[src/pfmux_params.svh]
`ifndef PFMUX_PARAMS_SVH
`define PFMUX_PARAMS_SVH
// ---------------------------------------------------------------
// widths and reset values
// ---------------------------------------------------------------
`define PFMUX_NUM_PADS     4
`define PFMUX_SEL_W        4
`define PFMUX_CTRL_W       8
`define PFMUX_NUM_SRC      16
`define PFMUX_SEL_LSB      0
`define PFMUX_SEL_MSB      3
`define PFMUX_PULL_BIT     4
`define PFMUX_MODE_PRIMARY 4'h0
`define PFMUX_CTRL_RST     8'h10
`endif

[src/pfmux_pkg.sv]
`include "pfmux_params.svh"
package pfmux_pkg;
  typedef logic [`PFMUX_SEL_W-1:0]  pfmux_sel_t;
  typedef logic [`PFMUX_CTRL_W-1:0] pfmux_ctrl_t;
endpackage : pfmux_pkg

[src/pfmux_pad_function_mux.sv]
// Summary of operation
// - each pad routes exactly one selected signal
// - mode decoded from lowest four control bits
// - mode zero selects the ball's primary signal
// - reset disables every pad output driver
// - software pull enable independent of function
`timescale 1ns/10ps
`include "pfmux_params.svh"
module pfmux_pad_function_mux (
  input  wire logic                                          clk,
  input  wire logic                                          sys_rst,
  input  wire logic [`PFMUX_NUM_PADS-1:0]                    ctrl_we,
  input  wire logic [`PFMUX_NUM_PADS*`PFMUX_CTRL_W-1:0]      ctrl_wdata,
  input  wire logic [`PFMUX_NUM_PADS*`PFMUX_NUM_SRC-1:0]     func_out,
  input  wire logic [`PFMUX_NUM_PADS*`PFMUX_NUM_SRC-1:0]     func_oe,
  input  wire logic [`PFMUX_NUM_PADS-1:0]                    pad_in,
  output logic      [`PFMUX_NUM_PADS*`PFMUX_CTRL_W-1:0]      ctrl_rdata,
  output logic      [`PFMUX_NUM_PADS-1:0]                    pad_out,
  output logic      [`PFMUX_NUM_PADS-1:0]                    pad_oe,
  output logic      [`PFMUX_NUM_PADS-1:0]                    pad_pull_en,
  output logic      [`PFMUX_NUM_PADS*`PFMUX_NUM_SRC-1:0]     func_in
);
  // ---------------------------------------------------------------
  // per-pad control and routing
  // ---------------------------------------------------------------
  // unbonded pads rely on software to clear their drive
  genvar g;
  for (g = 0; g < `PFMUX_NUM_PADS; g++) begin : g_pad
    pfmux_pkg::pfmux_ctrl_t pad_function_select_register;
    pfmux_pkg::pfmux_sel_t  sel;
    logic [2:0]             in_sync;
    logic [`PFMUX_NUM_SRC-1:0] outs;
    logic [`PFMUX_NUM_SRC-1:0] oes;
    logic [`PFMUX_NUM_SRC-1:0] fin;
    assign outs = func_out[g*`PFMUX_NUM_SRC +: `PFMUX_NUM_SRC];
    assign oes  = func_oe[g*`PFMUX_NUM_SRC +: `PFMUX_NUM_SRC];
    assign sel  = pad_function_select_register[`PFMUX_SEL_MSB:`PFMUX_SEL_LSB];

    always_ff @(posedge clk) begin
      if (sys_rst) begin
        pad_function_select_register <= `PFMUX_CTRL_RST;
      end else if (ctrl_we[g]) begin
        pad_function_select_register <= ctrl_wdata[g*`PFMUX_CTRL_W +: `PFMUX_CTRL_W];
      end
    end

    always_ff @(posedge clk) begin
      if (sys_rst) begin
        pad_oe[g]  <= 1'b0;
        pad_out[g] <= 1'b0;
      end else begin
        pad_oe[g]  <= oes[sel];
        pad_out[g] <= outs[sel];
      end
    end

    always_ff @(posedge clk) begin
      if (sys_rst) begin
        pad_pull_en[g] <= 1'(`PFMUX_CTRL_RST >> `PFMUX_PULL_BIT);
      end else begin
        pad_pull_en[g] <= pad_function_select_register[`PFMUX_PULL_BIT];
      end
    end

    always_ff @(posedge clk) begin
      if (sys_rst) begin
        ctrl_rdata[g*`PFMUX_CTRL_W +: `PFMUX_CTRL_W] <= `PFMUX_CTRL_RST;
      end else begin
        ctrl_rdata[g*`PFMUX_CTRL_W +: `PFMUX_CTRL_W] <= pad_function_select_register;
      end
    end

    // pin input: three stages, change accepted when last two agree
    always_ff @(posedge clk) begin
      if (sys_rst) begin
        in_sync <= 3'h0;
      end else begin
        in_sync <= {in_sync[1:0], pad_in[g]};
      end
    end

    // only the selected function sees the ball; others read zero
    // local vector keeps each pad's process on its own variable
    always_ff @(posedge clk) begin
      if (sys_rst) begin
        fin <= '0;
      end else begin
        for (int s = 0; s < `PFMUX_NUM_SRC; s++) begin
          if (s[`PFMUX_SEL_W-1:0] == sel) begin
            if (in_sync[2] == in_sync[1]) begin
              fin[s] <= in_sync[2];
            end
          end else begin
            fin[s] <= 1'b0;
          end
        end
      end
    end

    assign func_in[g*`PFMUX_NUM_SRC +: `PFMUX_NUM_SRC] = fin;
  end
endmodule : pfmux_pad_function_mux

[config.mk]
export PLATFORM = sky130hd
export DESIGN_NAME = pfmux_pad_function_mux
export DESIGN_NICKNAME = d
export VERILOG_FILES = /design/src/pfmux_pkg.sv /design/src/pfmux_pad_function_mux.sv
export VERILOG_INCLUDE_DIRS = /design/src
export SDC_FILE = /design/constraint.sdc
export NUM_CORES = 1
export LEC_CHECK = 0
export BUFFER_PORTS_ARGS = -buffer_cell sky130_fd_sc_hd__buf_4
export CORE_AREA = 2 2 142 144
export CTS_CLUSTER_SIZE = 12
export DETAILED_ROUTE_END_ITERATION = 6
export DIE_AREA = 0 0 144 146
export SLEW_MARGIN = 20
export SYNTH_ARGS = -nofsm -noshare
export SYNTH_HDL_FRONTEND = slang
export SYNTH_SLANG_ARGS = --single-unit
[constraint.sdc]
create_clock -name clk -period 1.97 [get_ports clk]
set_input_delay 0.394 -clock clk [delete_from_list [all_inputs] [get_ports clk]]
set_output_delay 0.394 -clock clk [all_outputs]
set_load 0.005 [all_outputs]
==> out/metrics.cfg, run 1 <==
[worst_setup_path]
start_kind=register
max_stage_delay_ns=0.71
reg2reg_setup_slack_ns=0.27
timing.rr.start=g_pad[0].pad_function_select_register[1]$_SDFFE_PP0P_
path_class=register to register
worstPathCellList=mux4_2 -> a22oi_1 -> nand2_1
path_depth=3
cpLargestDelayFamily=flip-flops
slowest_stage=dfxtp_1
end_kind=register
worst-path-buf-inv=0
cp-startpoint=g_pad[0].pad_function_select_register[1]$_SDFFE_PP0P_
cp.arrival_ns=2.01
crit_end=pad_oe[0]$_SDFF_PP0_
r2r-end=pad_oe[0]$_SDFF_PP0_
reg2reg_depth=3
crit_fanout=11
required_ns=2.28

[logic_synthesis]
yosysTopAreaCell=dfxtp_1
ys_ff_latch=148
synth_edf_count=0
yosys_warnings=0
synth_area_leaders=dfxtp_1 (51%), mux2i_1 (7.6%), mux4_2 (7.4%)
avgSynthCellArea_um2=10.2
ys_top_cells_by_count=dfxtp_1 (148), nor2_1 (103), nor3_1 (53), mux2i_1 (44), nor2b_1 (42)
synth.most_common_cell=dfxtp_1
synth_ff_type=dfxtp_1
netlist.area_leader.share=0.512
synth_cell_types=28
syn_area_um2=5790
synth_cells=566
yosysSeqAreaShare=0.512
synth-async-reset-ratio=0
synth_nets=736

[clock_network]
cts_tree=done
cts.sinks=148
clk_pin_slew_ns=0.06
root_buffer=clkbuf_16
post_cts_buffers=0
htreeDepth=4
post_cts_resized=0
clockBufferDepth=2
insertion_delay_ns=0.42
hold_buffers=0
cts-buffers-inserted=17

[finish]
final_util=0.450
num-fill-cells=1943
final_net_count=1003
antenna_cells=0
layout-drive-gt1-share=0.413
syn_to_final_growth_pct=50.4

[timing]
post-route-min-period_ns=1.70
hold_viol=0
setup_tns_ns=0
skew_ns=0.00758
finalCritPeriodShare=0.864
fmax_mhz=588
worst_slew_pin_slew_ns=0.611
slew_headroom=0.592
setup_viol=0
slew_viol_final=0
rsz0062_at_grt=false

[placed_design]
gp_congestion=0.765
dp_hpwl_um=12700
numPortBuffers=277

[global_route]
grtUsageTotal=0.153
grt_pass1_vias=4879
antenna_found_initial=0
grt_max_degree=26
overflow=0
grt_pass1_wl_um=25100

[worst_hold_path]
min_path_cells=2
min_path_type=primary input to register

[drt]
avgViaCountPerCell=4.56
dr.pass1.iters=4
totalWireLength_um=16600
routed-via-count=5067
drc=0
detail_route.iter0.violations=214
routedWlPerCell_um=15.0
final_antenna_net_count=0

[floorplan]
io_pins=278
fp.dieH_um=146
rows=51
fp.coreArea_um2=19300
dieArea_um2=21000
die_x_um=144
initial_core_util=0.299

[power]
power_density_nw_per_um2=865
p_leak_nw=3.77
peakVddDrop_uv=530

[flow_run]
drv_cap=0

[status]
status=finished, final reports clean

==> flip-flops by register name, summed over array words and instances (netlist names) <==
register / cells
pad_oe: 4
g_pad.pad_function_select_register: 32
g_pad.fin: 64
pad_out: 4
g_pad.in_sync: 12
ctrl_rdata: 32
==> kinds of logic (layout without fill, tap and decap cells) <==
family | count (synthesis) | count (layout) | synth area share
AND/OR/NAND/NOR | 255 | 255 | 0.212
flip-flops | 148 | 148 | 0.512
multiplexers | 68 | 68 | 0.173
buffers and inverters | 49 | 329 | 0.0474
AO/OA/AOI/OAI | 46 | 46 | 0.0558
==> how the worst min path moves through the flow <==
stage	startpoint	slack, ns	end
2_1_floorplan	g_pad[1].pad_function_select_register[4]$_SDFFE_PP1P_	0.41	ctrl_rdata[12]$_SDFF_PP1_
3_3_place_gp	g_pad[1].pad_function_select_register[4]$_SDFFE_PP1P_	0.41	ctrl_rdata[12]$_SDFF_PP1_
3_5_place_dp	g_pad[0].pad_function_select_register[4]$_SDFFE_PP1P_	0.42	ctrl_rdata[4]$_SDFF_PP1_
4_1_cts	ctrl_wdata[20]	0.16	g_pad[2].pad_function_select_register[4]$_SDFFE_PP1P_
5_1_grt	ctrl_wdata[4]	0.16	g_pad[0].pad_function_select_register[4]$_SDFFE_PP1P_
6_report	ctrl_wdata[20]	0.18	g_pad[2].pad_function_select_register[4]$_SDFFE_PP1P_
==> area by class of cell <==
class | instances | area [µm²] | area share
Tap cell | 265 | 332 | 0.0381
Clock inverter | 11 | 195 | 0.0224
Timing Repair Buffer | 289 | 2170 | 0.249
Inverter | 8 | 32.5 | 0.00374
Sequential cell | 148 | 2960 | 0.341
Multi-Input combinational cell | 369 | 2550 | 0.293
Clock buffer | 21 | 460 | 0.0529
==> report_power, final <==
part	total [mW]	switching [mW]	internal, mW
logic	0.755	0.276	0.480
clock network	3.60	1.27	2.33
registers	3.17	0.0856	3.09
==> stage by stage <==
stage | cells | setup slack [ns] | hold slack (ns) | area, µm² | total power, mW
2_1_floorplan | 566 | 0.583 | 0.409 | 5790 | 3.59
3_3_place_gp | 1079 | 0.271 | 0.414 | 8050 | 4.00
3_5_place_dp | 1079 | 0.248 | 0.419 | 8050 | 4.01
4_1_cts | 1111 | 0.232 | 0.157 | 8700 | 7.63
5_1_grt | 1111 | 0.169 | 0.158 | 8700 | 7.85
6_report | 1111 | 0.268 | 0.180 | 8700 | 7.53
==> cells in the final DEF (no fill, tap or decap), types with 7 or more instances in the layout <==
cell type,instances
o21ai_0,15
nor2_1,103
o211ai_1,9
mux2i_1,44
inv_1,7
nor4_1,8
buf_4,289
clkbuf_16,17
nor3_1,53
nand2b_1,10
dfxtp_1,148
nand3_1,8
nand2_1,18
mux4_2,19
nor2b_1,42
a22oi_1,14
==> routing by layer <==
layer / share of wire / vias up / global-route usage
li1: - / 2493 / -
met4: 0.010 / 0 / 0.0480
met3: 0.11 / 14 / 0.0592
met5: 0 / - / 0
met1: 0.40 / 2320 / 0.178
met2: 0.48 / 240 / 0.258
Note: power is estimated with default switching activity, not from simulation.
==> inputs of run 2 (changes only) <==
--- a/config.mk
+++ b/config.mk
@@ -11,6 +11,7 @@
 export CTS_CLUSTER_SIZE = 12
 export DETAILED_ROUTE_END_ITERATION = 6
 export DIE_AREA = 0 0 144 146
+export HOLD_SLACK_MARGIN = 0.06
 export SLEW_MARGIN = 20
 export SYNTH_ARGS = -nofsm -noshare
 export SYNTH_HDL_FRONTEND = slang
==> constraint.sdc (replaced) <==
create_clock -name clk -period 1.8 [get_ports clk]
set_input_delay 0.36 -clock clk [delete_from_list [all_inputs] [get_ports clk]]
set_output_delay 0.36 -clock clk [all_outputs]
set_load 0.005 [all_outputs]
==> out/metrics.cfg, run 2 (synthesis gave the netlist of run 1 again) <==
[status]
status=finished, final reports clean

[floorplan]
fp.dieH_um=146  ; unchanged
rows=51  ; unchanged
io_pins=278  ; unchanged
initial_core_util=0.299  ; unchanged
die_x_um=144  ; unchanged
dieArea_um2=21000  ; unchanged
fp.coreArea_um2=19300  ; unchanged

[timing]
post-route-min-period_ns=1.59  ; -0.115 ns
setup_tns_ns=0  ; unchanged
fmax_mhz=630  ; +7.3%
finalCritPeriodShare=0.881  ; +0.0177
rsz0062_at_grt=false
holdWs_ns=0.160  ; -0.0199 ns
hold_viol=0  ; unchanged
skew_ns=0.00852  ; +0.000938 ns
setup_viol=0  ; unchanged
slew_headroom=0.634  ; +0.0417
worst_slew_pin_slew_ns=0.549  ; -0.0616 ns
slew_viol_final=0  ; unchanged

[drt]
routedWlPerCell_um=14.7  ; -2.0%
drc=0  ; unchanged
detail_route.iter0.violations=245  ; +14%
totalWireLength_um=16300  ; -1.8%
dr.pass1.iters=4  ; unchanged
final_antenna_net_count=0  ; unchanged
avgViaCountPerCell=4.54  ; -0.46%
routed-via-count=5053  ; -0.28%

[worst_setup_path]
required_ns=2.10  ; -0.18 ns
end_kind=register
worstPathCellList=mux4_2 -> a22oi_1 -> nand2_1
crit_fanout=9  ; -2
reg2reg_depth=3  ; unchanged
timing.rr.start=g_pad[0].pad_function_select_register[1]$_SDFFE_PP0P_
cp.arrival_ns=1.88  ; -0.13 ns
start_kind=register
r2r-end=pad_oe[0]$_SDFF_PP0_
path_class=register to register
max_stage_delay_ns=0.62  ; -0.09 ns
reg2reg_setup_slack_ns=0.21  ; -0.05 ns
slowest_stage=dfxtp_1

[placed_design]
placed_cell_area_um2=8090  ; +0.50%
numPortBuffers=277  ; unchanged
gp_congestion=0.809  ; +5.7%
dp_hpwl_um=12700  ; -0.68%

[global_route]
grtUsageTotal=0.151  ; -0.00209
grt_max_degree=27  ; +3.8%
grt_pass1_wl_um=25000  ; -0.47%
overflow=0  ; unchanged
grt_pass1_vias=5074  ; +4.0%
antenna_found_initial=0  ; unchanged

[clock_network]
clockBufferDepth=2  ; unchanged
cts_tree=done
hold_buffers=0  ; unchanged
cts-buffers-inserted=17  ; unchanged
clk_pin_slew_ns=0.06  ; about the same
post_cts_resized=0  ; unchanged
root_buffer=clkbuf_16
insertion_delay_ns=0.41  ; about the same
cts.sinks=148  ; unchanged
post_cts_buffers=0  ; unchanged
htreeDepth=4  ; unchanged

[worst_hold_path]
min_path_cells=2  ; unchanged
min_to=g_pad[2].pad_function_select_register[4]$_SDFFE_PP1P_
hp-start=ctrl_wdata[20]
min_path_type=primary input to register

[finish]
layout-drive-gt1-share=0.416  ; +0.00374
syn_to_final_growth_pct=50.6
regMostFlops=g_pad.fin
antenna_cells=0  ; unchanged
final_cell_mix=buf_4 (289), dfxtp_1 (148), nor2_1 (103)
final_common_cell=buf_4
largest_register_ffs=64  ; unchanged
final_net_count=1005  ; +0.20%
finalInstanceArea_um2=8710  ; +0.14%
reg_top3=g_pad.fin: 64 flops, ctrl_rdata: 32 flops, g_pad.pad_function_select_register: 32 flops

[power]
power_mw=8.03  ; +6.6%
power_density_nw_per_um2=921  ; +6.5%
p_leak_nw=3.78  ; +0.15%
peakVddDrop_uv=560  ; +5.7%

[flow_run]
drv_cap=0  ; unchanged

## run 2: worst max-delay path by stage
stage,from,slack (ns),endpoint,cells after the start
after CTS,g_pad[0].pad_function_select_register[1]$_SDFFE_PP0P_,0.20,pad_oe[0]$_SDFF_PP0_,3
final,g_pad[0].pad_function_select_register[1]$_SDFFE_PP0P_,0.21,pad_oe[0]$_SDFF_PP0_,3
after floorplan,g_pad[2].pad_function_select_register[1]$_SDFFE_PP0P_,0.41,pad_out[2]$_SDFF_PP0_,4
after detailed placement,g_pad[0].pad_function_select_register[1]$_SDFFE_PP0P_,0.21,pad_oe[0]$_SDFF_PP0_,3
after global routing,g_pad[0].pad_function_select_register[1]$_SDFFE_PP0P_,0.04,pad_oe[0]$_SDFF_PP0_,3
after global placement,g_pad[0].pad_function_select_register[1]$_SDFFE_PP0P_,0.25,pad_oe[0]$_SDFF_PP0_,3
## run 2: report_power, final
part | internal (mW) | total [mW] | switching, mW
combinational | 0.534 | 0.840 | 0.306
clock | 2.34 | 3.71 | 1.38
sequential | 3.38 | 3.47 | 0.0915
## run 2: layout make-up
class	instances	area, µm²
tap	265	332
fill	1927	10600
multi-input combinational	369	2550
clock inverter	11	148
clock buffer	21	480
timing repair buffer	291	2210
sequential	148	2960
inverter	8	32.5
## run 2: per-stage QoR
stage          utilization  std cells  setup WS, ns
6_report             0.451       1113         0.213
2_1_floorplan            -        566         0.413
5_1_grt              0.451       1113        0.0434
3_3_place_gp         0.418       1081         0.245
3_5_place_dp         0.418       1081         0.212
4_1_cts              0.451       1113         0.199
## run 2: metal layers
layer,share of wire,vias to the layer above,global-route usage
met5,0,-,0
met4,0.012,0,0.0436
met3,0.11,11,0.0582
met2,0.47,225,0.256
met1,0.41,2314,0.176
li1,-,2503,-
## run 2: critical path: cells and delay by family (launching register included)
kind | cells | cell delay [ns]
mux | 1 | 0.57
compound gates | 1 | 0.22
flops | 1 | 0.62
simple gates | 1 | 0.07
